<file path="src/core/mlf_detect.sv">
// package of lock-configuration constants and the three lock detectors
`timescale 1ns/10ps
`default_nettype none
package mlf_pkg;
	// ****************************************
	// register map
	// ****************************************
	localparam logic [7:0] MLF_CFG_ADDR = 8'h92;
	localparam logic [31:0] MLF_CFG_RESET = 32'h0000_0000;
	localparam int MLF_PARITY_BIT = 31;
	localparam int MLF_OVS_EN_BIT = 30;
	localparam int MLF_BEMF_EN_BIT = 29;
	localparam int MLF_ABS_EN_BIT = 28;
	localparam int MLF_OVS_THR_LSB = 25;
	localparam int MLF_BEMF_THR_LSB = 22;
	localparam int MLF_ABS_THR_LSB = 19;
	localparam int MLF_THR_W = 3;
	// upper fields only; lower bits are owned elsewhere
	localparam logic [31:0] MLF_CFG_MASK = 32'hFFF8_0000;
	// ****************************************
	// threshold scaling
	// ****************************************
	localparam int MLF_OVS_BASE_PCT = 130;
	localparam int MLF_BEMF_BASE_PCT = 10;
	localparam int MLF_STEP_PCT = 10;
	localparam int MLF_PCT_FULL = 100;
	// ****************************************
	// lock response selection codes
	// ****************************************
	localparam logic [3:0] MLF_RESP_RETRY_LO = 4'h4;
	localparam logic [3:0] MLF_RESP_REPORT = 4'h8;
	localparam logic [3:0] MLF_RESP_DISABLED_LO = 4'h9;
	typedef enum logic [1:0] {
		MLF_GATE_TRISTATE,
		MLF_GATE_RECIRC,
		MLF_GATE_HS_BRAKE,
		MLF_GATE_LS_BRAKE
	} mlf_gate_t;
	typedef enum {
		MLF_IDLE,
		MLF_LATCHED,
		MLF_RETRY,
		MLF_REPORT
	} mlf_state_t;

	// current threshold in milliamps for a code
	function automatic logic [15:0] mlf_abs_ma(input logic [2:0] code);
		case (code)
			3'h0: mlf_abs_ma = 16'h0032;
			3'h1: mlf_abs_ma = 16'h004B;
			3'h2: mlf_abs_ma = 16'h0064;
			3'h3: mlf_abs_ma = 16'h007D;
			3'h4: mlf_abs_ma = 16'h00FA;
			3'h5: mlf_abs_ma = 16'h01F4;
			3'h6: mlf_abs_ma = 16'h02EE;
			default: mlf_abs_ma = 16'h03E8;
		endcase
	endfunction : mlf_abs_ma

	// percentage for a 3-bit step code over a base
	function automatic logic [31:0] mlf_pct(input int base, input logic [2:0] code);
		mlf_pct = 32'(base) + 32'(MLF_STEP_PCT) * 32'(code);
	endfunction : mlf_pct
endpackage : mlf_pkg

module mlf_lock_detect #(
	parameter int W = 16
) (
	input wire logic i_ref_clk,
	input wire logic i_rst,
	input wire logic i_sample_valid,
	input wire logic [W-1:0] i_speed,
	input wire logic [W-1:0] i_max_speed,
	input wire logic [W-1:0] i_backemf,
	input wire logic [W-1:0] i_expected_backemf,
	input wire logic [15:0] i_phase_current_ma,
	input wire logic i_overspeed_lock_enable,
	input wire logic i_low_backemf_lock_enable,
	input wire logic i_absent_motor_lock_enable,
	input wire logic [2:0] i_overspeed_lock_threshold,
	input wire logic [2:0] i_backemf_lock_threshold,
	input wire logic [2:0] i_absent_motor_current_threshold,
	output logic [2:0] o_trip
);
	import mlf_pkg::*;
	logic ovs_hit;
	logic bemf_hit;
	logic abs_hit;

	// percent comparisons kept in 32 bits so no product wraps
	assign ovs_hit = 32'(i_speed) * 32'(MLF_PCT_FULL) >
		32'(i_max_speed) * mlf_pct(MLF_OVS_BASE_PCT, i_overspeed_lock_threshold);
	assign bemf_hit = 32'(i_backemf) * 32'(MLF_PCT_FULL) <
		32'(i_expected_backemf) * mlf_pct(MLF_BEMF_BASE_PCT, i_backemf_lock_threshold);
	assign abs_hit = i_phase_current_ma < mlf_abs_ma(i_absent_motor_current_threshold);

	always_ff @(posedge i_ref_clk) begin
		if (i_rst) begin
			o_trip <= 3'h0;
		end else begin
			o_trip[0] <= i_sample_valid && i_overspeed_lock_enable && ovs_hit;
			o_trip[1] <= i_sample_valid && i_low_backemf_lock_enable && bemf_hit;
			o_trip[2] <= i_sample_valid && i_absent_motor_lock_enable && abs_hit;
		end
	end
endmodule : mlf_lock_detect
`default_nettype wire

</file>
<file path="src/core/mlf_lock_config.sv">
// lock fault configuration word, detector instance and lock response
`timescale 1ns/10ps
`default_nettype none
module mlf_lock_config #(
	parameter int W = 16
) (
	input wire logic i_ref_clk,
	input wire logic i_rst,
	input wire logic [7:0] i_cfg_addr,
	input wire logic i_cfg_wr,
	input wire logic [31:0] i_cfg_wr_data,
	input wire logic i_cfg_rd,
	output logic [31:0] o_cfg_rd_data,
	input wire logic i_sample_valid,
	input wire logic [W-1:0] i_speed,
	input wire logic [W-1:0] i_max_speed,
	input wire logic [W-1:0] i_backemf,
	input wire logic [W-1:0] i_expected_backemf,
	input wire logic [15:0] i_phase_current_ma,
	input wire logic [3:0] i_lock_response_select,
	input wire logic i_retry_expired,
	input wire logic i_retry_exhausted,
	input wire logic i_fault_clear,
	output logic [2:0] o_lock_trip,
	output logic o_lock_fault,
	output logic o_gate_override,
	output var mlf_pkg::mlf_gate_t o_gate_mode,
	output logic o_fault_indicator_pin_n
);
	import mlf_pkg::*;
	logic [31:0] cfg;
	logic [2:0] trip;
	logic trip_any;
	logic cfg_hit;
	mlf_state_t state;
	mlf_state_t next_state;

	// ****************************************
	// configuration word
	// ****************************************
	assign cfg_hit = i_cfg_addr == MLF_CFG_ADDR;

	always_ff @(posedge i_ref_clk) begin
		if (i_rst) begin
			cfg <= MLF_CFG_RESET;
		end else if (i_cfg_wr && cfg_hit) begin
			// parity kept as written, never checked
			cfg <= i_cfg_wr_data & MLF_CFG_MASK;
		end
	end

	always_ff @(posedge i_ref_clk) begin
		if (i_rst) begin
			o_cfg_rd_data <= 32'h0000_0000;
		end else if (i_cfg_rd) begin
			o_cfg_rd_data <= cfg_hit ? cfg : 32'h0000_0000;
		end
	end

	// ****************************************
	// detectors
	// ****************************************
	mlf_lock_detect #(.W(W)) u_detect (
		.i_ref_clk(i_ref_clk),
		.i_rst(i_rst),
		.i_sample_valid(i_sample_valid),
		.i_speed(i_speed),
		.i_max_speed(i_max_speed),
		.i_backemf(i_backemf),
		.i_expected_backemf(i_expected_backemf),
		.i_phase_current_ma(i_phase_current_ma),
		.i_overspeed_lock_enable(cfg[MLF_OVS_EN_BIT]),
		.i_low_backemf_lock_enable(cfg[MLF_BEMF_EN_BIT]),
		.i_absent_motor_lock_enable(cfg[MLF_ABS_EN_BIT]),
		.i_overspeed_lock_threshold(cfg[MLF_OVS_THR_LSB +: MLF_THR_W]),
		.i_backemf_lock_threshold(cfg[MLF_BEMF_THR_LSB +: MLF_THR_W]),
		.i_absent_motor_current_threshold(cfg[MLF_ABS_THR_LSB +: MLF_THR_W]),
		.o_trip(trip)
	);
	assign trip_any = |trip;
	assign o_lock_trip = trip;

	// ****************************************
	// lock response
	// ****************************************
	always_comb begin
		next_state = state;
		case (state)
			MLF_IDLE: begin
				if (trip_any && i_lock_response_select < MLF_RESP_RETRY_LO) begin
					next_state = MLF_LATCHED;
				end else if (trip_any && i_lock_response_select < MLF_RESP_REPORT) begin
					next_state = MLF_RETRY;
				end else if (trip_any && i_lock_response_select == MLF_RESP_REPORT) begin
					next_state = MLF_REPORT;
				end
			end
			MLF_LATCHED: begin
				// a new trip in the clear cycle keeps the fault
				if (i_fault_clear && !trip_any) begin
					next_state = MLF_IDLE;
				end
			end
			MLF_RETRY: begin
				if (i_retry_exhausted) begin
					next_state = MLF_LATCHED;
				end else if ((i_retry_expired || i_fault_clear) && !trip_any) begin
					next_state = MLF_IDLE;
				end
			end
			MLF_REPORT: begin
				if (i_fault_clear && !trip_any) begin
					next_state = MLF_IDLE;
				end
			end
			default: next_state = MLF_IDLE;
		endcase
	end

	always_ff @(posedge i_ref_clk) begin
		if (i_rst) begin
			state <= MLF_IDLE;
		end else begin
			state <= next_state;
		end
	end

	// gate stance is caught with the trip; later select changes wait for the next trip while idle
	always_ff @(posedge i_ref_clk) begin
		if (i_rst) begin
			o_gate_mode <= MLF_GATE_TRISTATE;
		end else if (state == MLF_IDLE && trip_any) begin
			o_gate_mode <= mlf_gate_t'(i_lock_response_select[1:0]);
		end
	end

	assign o_lock_fault = state != MLF_IDLE;
	assign o_gate_override = state == MLF_LATCHED || state == MLF_RETRY;
	assign o_fault_indicator_pin_n = state == MLF_IDLE;
endmodule : mlf_lock_config
`default_nettype wire

</file>
<file path="config.mk">
export PLATFORM = sky130hd
export DESIGN_NAME = mlf_lock_config
export DESIGN_NICKNAME = d
export VERILOG_FILES = /design/src/core/mlf_detect.sv /design/src/core/mlf_lock_config.sv
export SDC_FILE = /design/constraint.sdc
export NUM_CORES = 1
export LEC_CHECK = 0
export ABC_CLOCK_PERIOD_IN_PS = 13100
export BUFFER_PORTS_ARGS = -buffer_cell sky130_fd_sc_hd__buf_2
export CAP_MARGIN = 0
export CORE_AREA = 3 3 191 193
export CTS_CLUSTER_SIZE = 40
export DETAILED_ROUTE_END_ITERATION = 8
export DIE_AREA = 0 0 194 196
export PLACE_DENSITY = 0.6
export SLEW_MARGIN = 10
export SYNTH_ARGS = -nofsm -noshare
export SYNTH_HDL_FRONTEND = slang
export SYNTH_SLANG_ARGS = --single-unit
</file>
<file path="constraint.sdc">
create_clock -name i_ref_clk -period 13.1 [get_ports i_ref_clk]
set_clock_uncertainty 0.15 [all_clocks]
set_input_delay 2.62 -clock i_ref_clk [delete_from_list [all_inputs] [get_ports i_ref_clk]]
set_output_delay 2.62 -clock i_ref_clk [all_outputs]
set_load 0.01 [all_outputs]
</file>
# ---- Word-level counts from Yosys, hierarchy flattened
# Index checks and enable logic that the tools add are counted.
dict set report word_totals {
  in_bits 132
  regBits 82
  word_cells 66
}
dict set report op_classes {
  n_eq_ne 16
  add_sub_neg 2
  mux 9
  order_cmp 5
  n_mul 6
  reduce_logical 23
}
# operator count
set ops {}
lappend ops {{$mux W32} 7}
lappend ops {{$eq A32 B2 Y1 const B} 3}
lappend ops {{$pmux W32 S3} 1}
lappend ops {{$pmux W10 S7} 1}
lappend ops {{$logic_not A32 Y1} 2}
lappend ops {{$mul A16 B32 Y32} 2}
lappend ops {{$mul A16 B5 Y21 const B} 2}
lappend ops {{$eq A32 B1 Y1 const B} 1}
lappend ops {{$eq A32 B3 Y1 const B} 1}
lappend ops {{$gt A23 B32 Y1} 1}
lappend ops {{$lt A23 B32 Y1} 1}
lappend ops {{$reduce_bool A32 Y1} 1}
lappend ops {{$lt A16 B10 Y1} 1}
lappend ops {{$logic_and A1 B1 Y1} 13}
lappend ops {{$mul A3 B3 Y6 const A} 2}
lappend ops {{$add A8 B7 Y9 const A} 1}
lappend ops {{$eq A3 B3 Y1 const B} 3}
lappend ops {{$add A4 B7 Y8 const A} 1}
lappend ops {{$eq A8 B8 Y1 const B} 1}
lappend ops {{$eq A3 B2 Y1 const B} 2}
lappend ops {{$eq A4 B4 Y1 const B} 1}
lappend ops {{$lt A4 B3 Y1 const B} 1}
lappend ops {{$lt A4 B4 Y1 const B} 1}
lappend ops {{$ne A4 B4 Y1 const B} 1}
lappend ops {{other kinds (9)} 10}

# ---- Longest topological paths before layout
# Gate-level depths: netlist of run 1.
dict set report depth {
  ltp_word 6
  depth_mapped 32
}

# ---- Hierarchy
# From an unflattened synthesis of run 1, not the netlist that was laid out.
dict set report unflattened {
  cells_unflattened 1682
  area_unflattened_um2 14041.0
}
# module n_inst seq_area_each_um2 cells_each area_each_um2
set by_module_without_submodules {}
lappend by_module_without_submodules {mlf_lock_detect 1 60.1 1528 12652.1}
lappend by_module_without_submodules {mlf_lock_config 1 600.6 154 1388.8}

# ---- Least setup slack after synthesis of run 1
# OpenSTA, ideal clock, no wires.
dict set report synth_timing {
  path_kind {input port to flip-flop}
  startpoint {in i_expected_backemf[3]}
  endpoint {reg u_detect.o_trip[1]}
  arrival_time_ns 7.750
  setup_slack_ns 5.078
  setup_ns 0.122
  n_path_buf 0
  cell_stages 25
  cell_sequence {and2_1 fa_1 inv_1 fa_1 fa_1 fa_1 inv_1 ha_1 or3_4 o22ai_1 a21oi_1 o2bb2ai_1 a211o_1 a21oi_1 xor2_1 ha_1 nand3_1 nor3_1 and3_1 nand2_1 nand4_1 a21oi_1 o21ai_0 o21bai_1 o311a_1}
}
dict set report synth_via {
  elab_chain_cells 3
}
# element line
set synth_rtl {}
lappend synth_rtl {{from (decl)} mlf_lock_config.sv:18} ;# input wire logic [W-1:0] i_expected_backemf,
lappend synth_rtl {{$mul A16 B32 Y32} mlf_detect.sv:94} ;# 32'(i_expected_backemf) * mlf_pct(MLF_BEMF_BASE_PCT, i_backemf_lock_threshold);
lappend synth_rtl {{$lt A23 B32 Y1} mlf_detect.sv:93} ;# assign bemf_hit = 32'(i_backemf) * 32'(MLF_PCT_FULL) <
lappend synth_rtl {{$logic_and A1 B1 Y1} mlf_detect.sv:102} ;# o_trip[1] <= i_sample_valid && i_low_backemf_lock_enable && bemf_hit;
lappend synth_rtl {{to (signal assigned)} mlf_detect.sv:102}
lappend synth_rtl {{to (decl)} mlf_detect.sv:83} ;# output logic [2:0] o_trip
# No other way between the ends.
# A chain may end at the register's enable or synchronous reset.

# ---- Worst setup path after layout of run 1
# Ends and elaborated chain as after synthesis.

==> results.md, run 1 <==
- Status: complete, no violations
- TritonCTS Sinks: 33
- # diodes: 0
- Mean Syn Cell Area: roughly 8.3 um2
- Placed cell area: roughly 15,000 um2
- Largest net degree at the start of global routing: 32
- Core Box Area: roughly 35,000 um2
- Async SR Flop Fraction: 0%
- # rows: 68
- DP Cell Count: 2,275
- Fillcell total: 3,512
- Antenna violations before repair: 1
- Reg clk slew, reported paths: about 0.05 ns
- CTS Buffer Depth: 2
- Final setup TNS: 0 ns
- Worst VDD drop: 0.103 mV
- Crit Path Category: in2reg
- Die area: between 30,000 and 40,000 um2
- Startpoint types: input pin
- Largest fanout on the critical path: 7
- Nets@finish: 2,420
- Min-Delay Path Class: reg2reg
- Final hold vios: 0
- Tmin final: 8.62 ns
- Via density per instance: 4.90
- Grt total ovfl: 0
- Synthesized flop and latch total: 33
- Share of cells above drive strength 1: under 10%
- Synthesized area: 14,200 um2
- Fmax: 116 MHz
- Final WL: 29.6 mm
- H-tree levels: 2
- Synth warn: 0
- Total Routing Usage GR: between 10% and 20%
- Commonest non-fill, non-tap cells in the layout: inv_1 (358), ha_1 (284), fa_1 (177), buf_2 (133), and2_1 (124)
- WL/cell: 13.0 um
- Finished Cell Area: 15,500 um2
- Setup violators final: 0
- Most common library cell in the layout ignoring fill and taps: inv_1
- Worst Slack Setup Final: 4.48 ns
- Yosys cell types: about 70
- Clk_lat worst skew: between 0.2 and 0.3 ns
- Data required, critical path: ~13 ns
- Worst hold slack: 0.309 ns
- Area growth from synthesis to layout: 9.01%
- RSZ-0062 raised after global routing: false
- DPL Wire Length: between 20 and 30 mm
- Hold Startpoint: cfg[31]$_SDFFE_PP0P_
- P_leak: 8.09 nW
- Num CTS Buffers: 5
- CTS Root Cell: clkbuf_16
- Final max-slew violation count: 0
- Port Buffers: between 100 and 150
- DIE WIDTH: between 150 and 200 um
- First-pass GRT wire length: 51.4 mm
- CTS tree: done
- Slew HR: 39.7%
- Routability cong.: 0.816
- Number of synthesized flops with an enable pin: 0
- Arr. time, crit path: approximately 8.6 ns
- Cell Count, Final, Fillers Out: 2,283
- Die height: 196 um
- Routed Antenna Nets: 0
- Initial Util: roughly two fifths
- Post-CTS sizing: 0
- Final core utilization: 44.7%
- DR iter-0 viols: a little over 400
- Post-route total power: ~0.90 mW
- # hold bufs at CTS: 0
- Worst-margin pin slew: around 0.9 ns
- Total number of vias: 11,200
- Power Dens Cells: 57.9 nW/um2
- # DRC: 0
- R2r startpoint: cfg[22]$_SDFFE_PP0P_
- Synthesized instance count: 1,711
- Crit path launch: i_expected_backemf[3]
- Prevailing post-synth register cell: dfxtp_1
- CP endpoint kind: flop
- Final period util: between 60% and 70%
- Maxcap violations: 0
- Pre-antenna DRT Iters: 6
- Pre-CTS setup slack: 4.14 ns
- Setup bufs post-CTS: 0
- Number of global-route vias before repair: 11,200
- Seq/Total Area, Yosys: 4.64%
- IO Count: 172
-- worst max-delay path, stage by stage --
cell       delay, ns
buf_2           0.16
and2_1          0.17
fa_1            0.53
inv_1           0.05
fa_1            0.50
fa_1            0.52
fa_1            0.54
inv_1           0.04
ha_1            0.25
or3_4           0.43
o22ai_1         0.19
a21oi_1         0.12
o2bb2ai_1       0.19
a211o_1         0.28
a21oi_1         0.17
xor2_1          0.09
ha_1            0.30
nand3_1         0.07
nor3_1          0.33
and3_1          0.25
o211ai_1        0.09
a21oi_1         0.27
o21bai_1        0.10
o311a_1         0.34
-- cell type report --
cell class                      count  area [um2]  share of cell area, %
Timing Repair Buffer              142         733                   4.72
Sequential cell                    33         661                   4.26
Clock buffer                        6         139                  0.895
Clock inverter                      2        37.5                  0.242
Multi-Input combinational cell   1287       12000                   77.6
Inverter                          358        1340                   8.66
Tap cell                          455         569                   3.67
-- registers in the layout, indices dropped and copies added, names as in the netlist --
| register | count |
|---|---|
| cfg | 13 |
| o_cfg_rd_data | 13 |
| o_gate_mode | 2 |
| state | 2 |
| u_detect.o_trip | 3 |
-- cells by family after synthesis --
group	Yosys count	share of synthesized area, %
buffers and inverters	409	11.3
multiplexers	2	0.149
adder cells (fa/ha/maj)	461	49.8
AO/OA/AOI/OAI	234	10.7
other	1	0.0263
AND/OR/NAND/NOR	500	18.9
XOR/XNOR	71	4.37
flip-flops	33	4.64
-- synthesized netlist by cell type (5+ instances only) --
| cell | instances | area (um2) |
|---|---|---|
| o21ai_1 | 7 | 35.0 |
| dfxtp_1 | 33 | 661 |
| o21a_1 | 18 | 135 |
| a21oi_1 | 86 | 430 |
| nor2b_1 | 82 | 513 |
| a21o_1 | 22 | 165 |
| o21bai_1 | 8 | 60.1 |
| a211oi_1 | 5 | 37.5 |
| buf_4 | 19 | 143 |
| o21ai_0 | 29 | 145 |
| nor2_1 | 53 | 199 |
| o2111ai_1 | 5 | 43.8 |
| nand2_1 | 106 | 398 |
| or3_1 | 5 | 31.3 |
| nand3_1 | 39 | 195 |
| inv_1 | 358 | 1340 |
| ha_1 | 284 | 3550 |
| and3_1 | 8 | 50.1 |
| xnor2_1 | 39 | 342 |
| fa_1 | 177 | 3540 |
| and2_1 | 124 | 776 |
| clkbuf_1 | 30 | 113 |
| nand4_1 | 10 | 62.6 |
| a31oi_1 | 9 | 56.3 |
| nand2b_1 | 35 | 219 |
| nor3_1 | 18 | 90.1 |
| xor2_1 | 32 | 280 |
-- worst paths after layout --
kind | slack [ns] | cells after the start | end
worst min-delay path | 0.31 | 2 | cfg[31]$_SDFFE_PP0P_
worst max register to register | 4.93 | 29 | u_detect.o_trip[1]$_SDFF_PP0_
worst min register to register | 0.31 | 2 | cfg[31]$_SDFFE_PP0P_
worst max-delay path | 4.48 | 24 | u_detect.o_trip[1]$_SDFF_PP0_
-- power by group --
group          internal, mW  switching (mW)  leakage [nW]  total, mW
clock network        0.0948          0.0432        0.0831      0.138
logic                 0.297           0.357          7.74      0.654
registers             0.104         0.00305         0.266      0.107
-- per-layer routing --
layer / share of wire, % / routed length (um) / global-route usage [%]
met1: 48 / 14300 / 21.8
met2: 47 / 14000 / 26.7
met3: 4.0 / 1200 / 1.77
met4: 0.55 / 162 / 1.33
met5: 0.044 / 13 / 0
Power figures use the tool's default switching activity.
==> inputs of run 2 (changes only) <==
Settings changed: ABC_AREA from default to 1, ABC_CLOCK_PERIOD_IN_PS 13100 to 7630, CORE_AREA 3 3 191 193 to 3 3 194 196, DIE_AREA 0 0 194 196 to 0 0 197 199, PLACE_DENSITY 0.6 to 0.62.
Clock period 13.1 ns to 7.63 ns, I/O delays scaled along.
==> results.md, run 2 <==
- Status: complete, no violations (unchanged)
- H-tree levels: 2 (unchanged)
- Share of cells above drive strength 1: 10.1% (was 9.41%)
- Total number of vias: 12,500 (was 11,200)
- Synth top area share: 24.2% (was 25.0%)
- Commonest non-fill, non-tap cells in the layout: inv_1 (512), nand2_1 (312), ha_1 (284), nor2_1 (202), fa_1 (177) (was inv_1 (358), ha_1 (284), fa_1 (177), buf_2 (133), and2_1 (124))
- Adder-Cell Fraction of Synth Area: 48.4% (was 49.8%)
- Post-CTS sizing: 0 (unchanged)
- Worst VDD drop: 0.0879 mV (was 0.103 mV)
- Core Box Area: 36,300 um2 (was 34,700 um2)
- Largest net degree at the start of global routing: 27 (was 32)
- Setup violators final: 0 (unchanged)
- Max stage delay on crit path: 0.55 ns (was 0.54 ns)
- Synthesized instance count: 2,009 (was 1,711)
- Min-Delay Path Class: reg2reg (unchanged)
- CTS tree: done (unchanged)
- Power Dens Cells: 103 nW/um2 (was 57.9 nW/um2)
- Antenna violations before repair: 2 (was 1)
- Area growth from synthesis to layout: 8.49% (was 9.01%)
- Final setup TNS: 0 ns (unchanged)
- Reg clk slew, reported paths: 0.05 ns (about the same)
- Fmax: 144 MHz
- Routability cong.: 0.861 (was 0.816)
- Count leader, synth: inv_1 (unchanged)
- Synthesized area: 14,700 um2 (was 14,200 um2)
- Startpoint types: flop (was input pin)
- Final hold vios: 0 (unchanged)
- Post-synth top area cell: ha_1 (unchanged)
- Post-route total power: 1.63 mW (was 0.899 mW)
- CP most frequent cell: nand2_1 (was fa_1)
- Main combinational cell family by area after synthesis: adder cells (unchanged)
- Prevailing post-synth register cell: dfxtp_1 (unchanged)
- Die area: 39,200 um2 (was 38,000 um2)
- DR iter-0 viols: 462 (was 412)
- Pre-antenna DRT Iters: 5 (was 6)
- Synth warn: 0 (unchanged)
- Via density per instance: 4.82 (was 4.90)
- Slew HR: 56.5% (was 39.7%)
- Final core utilization: 43.9% (was 44.7%)
- IO Count: 172 (unchanged)
- Total Routing Usage GR: 17.8% (was 15.5%)
- Mean Syn Cell Area: 7.29 um2 (was 8.32 um2)
- # hold bufs at CTS: 0 (unchanged)
- Mux share of post-synthesis cell area: 0% (was 0.149%)
- Most common library cell in the layout ignoring fill and taps: inv_1 (unchanged)
- Synthesized flop and latch total: 33 (unchanged)
- Data required, critical path: 7.64 ns (was 13.09 ns)
- First-pass GRT wire length: 58.8 mm (was 51.4 mm)
- # DRC: 0 (unchanged)
- Worst path slowest cell: fa_1 (unchanged)
- Placed cell area: 15,700 um2 (was 15,300 um2)
- Maxcap violations: 0 (unchanged)
- Num CTS Buffers: 5 (unchanged)
- Crit Path Category: reg2reg (was in2reg)
- Final max-slew violation count: 0 (unchanged)
- P_leak: 9.02 nW (was 8.09 nW)
- Worst Slack Setup Final: 0.668 ns (was 4.48 ns)
- Grt total ovfl: 0 (unchanged)
- Clk_lat worst skew: 0.28 ns (about the same)
- Worst-margin pin slew: 0.653 ns (was 0.903 ns)
- Finished Cell Area: 15,900 um2 (was 15,500 um2)
- CP endpoint kind: flop (unchanged)
- Nets@finish: 2,720 (was 2,420)
- Final period util: 91.2%
- WL/cell: 13.0 um (about the same)
- Die height: 199 um (was 196 um)
- Yosys cell types: 53 (was 71)
- Final WL: 33.8 mm (was 29.6 mm)
- Xor/xnor share of the synthesized area: 4.00% (was 4.37%)
- Async SR Flop Fraction: 0% (unchanged)
- Tmin final: 6.96 ns
- Pre-CTS setup slack: 0.518 ns (was 4.14 ns)
- Routed Antenna Nets: 0 (unchanged)
- Post-synth top cells: inv_1 (512), nand2_1 (312), ha_1 (284), nor2_1 (202), fa_1 (177) (was inv_1 (358), ha_1 (284), fa_1 (177), and2_1 (124), nand2_1 (106))
- Simple-gate area share of the yosys netlist: 18.5% (was 18.9%)
- Initial Util: 40.4% (was 41.0%)
- CTS Buffer Depth: 2 (unchanged)
- Port Buffers: 133 (unchanged)
- Number of synthesized flops with an enable pin: 0 (unchanged)
- DIE WIDTH: 197 um (was 194 um)
- # rows: 70 (was 68)
- CTS Root Cell: clkbuf_16 (unchanged)
- Arr. time, crit path: 6.97 ns (was 8.62 ns)
- Fillcell total: 3,834 (was 3,512)
- Synth area leaders: ha_1 (24%), fa_1 (24%), inv_1 (13%) (was ha_1 (25%), fa_1 (25%), inv_1 (9.4%))
- FF-to-FF setup slack: 0.67 ns (was 4.93 ns)
- Seq/Total Area, Yosys: 4.51% (was 4.64%)
- Compound-Gate Fraction of Synth Area: 9.38% (was 10.7%)
- RSZ-0062 raised after global routing: false (unchanged)
- TritonCTS Sinks: 33 (unchanged)
- Largest fanout on the critical path: 17 (was 7)
- Number of global-route vias before repair: 12,900 (was 11,200)
- DPL Wire Length: 30.3 mm (was 25.5 mm)
- Largest registers: cfg (13), o_cfg_rd_data (13), u_detect.o_trip (3) (unchanged)
run 2: cell types whose count changed in the layout (fill, tap and decap cells not counted), sizes merged, moves of 17 or more:
cell | before | now
and2 | 124 | 1
nand2 | 106 | 319
nand2b | 36 | 0
a21oi | 89 | 131
o21ai | 36 | 71
inv | 358 | 518
nor2b | 82 | 0
o21a | 18 | 1
a21o | 23 | 3
nor2 | 54 | 229
run 2: cell families after synthesis:
kind of cell	after synthesis
flip-flops	33
other	1
XOR/XNOR	67
adder cells (fa/ha/maj)	461
buffers and inverters	565
AO/OA/AOI/OAI	242
AND/OR/NAND/NOR	640
run 2: timing repair:
| action | in CTS | in global routing |
|---|---|---|
| setup buffers | 0 | 2 |
| endpoints found under the hold margin | 0 | 0 |
| endpoints found under the setup margin | 0 | 1 |
run 2: layout make-up:
class                           count  area, um2  share of cell area (%)
Multi-Input combinational cell   1429      11800                    74.5
Sequential cell                    33        661                    4.15
Tap cell                          468        586                    3.68
Antenna cell                        2       5.00                  0.0315
Clock buffer                        6        129                   0.811
Clock inverter                      2       10.0                  0.0630
Timing Repair Buffer              140        718                    4.52
Inverter                          518       1940                    12.2
run 2: report_power, final:
group	internal, mW	switching [mW]	total (mW)
Clock	0.120	0.0726	0.192
Combinational	0.502	0.750	1.25
Sequential	0.181	0.00499	0.186
Total	0.803	0.827	1.63
run 2: per-stage QoR:
step	hold slack, ns	instances
after floorplan	0.288	2027
after global placement	0.303	2586
after detailed placement	0.304	2586
after CTS	0.311	2594
after global routing	0.327	2598
final	0.313	2598
run 2: worst paths after layout:
kind | startpoint | endpoint | depth (start not counted)
min reg2reg | cfg[31]$_SDFFE_PP0P_ | o_cfg_rd_data[31]$_SDFFE_PP0P_ | 2
max | cfg[22]$_SDFFE_PP0P_ | u_detect.o_trip[1]$_SDFF_PP0_ | 32
min | cfg[31]$_SDFFE_PP0P_ | o_cfg_rd_data[31]$_SDFFE_PP0P_ | 2
max reg2reg | cfg[22]$_SDFFE_PP0P_ | u_detect.o_trip[1]$_SDFF_PP0_ | 32
run 2: critical path, delay by kind of cell, from the launching register on:
family          cells  cell delay [ns]
simple gates       10             1.23
buf+inv             5             0.73
flops               1             0.35
xor+xnor            1             0.14
fa+ha+maj           7             2.96
compound gates      9             1.29
run 2: routing by layer:
layer,global-route usage [%],vias up,share of wire [%]
met2,34.2,156,53
met3,1.22,44,2.3
met4,3.54,0,2.1
li1,-,6357,-
met1,22.0,5974,43
met5,0,-,0
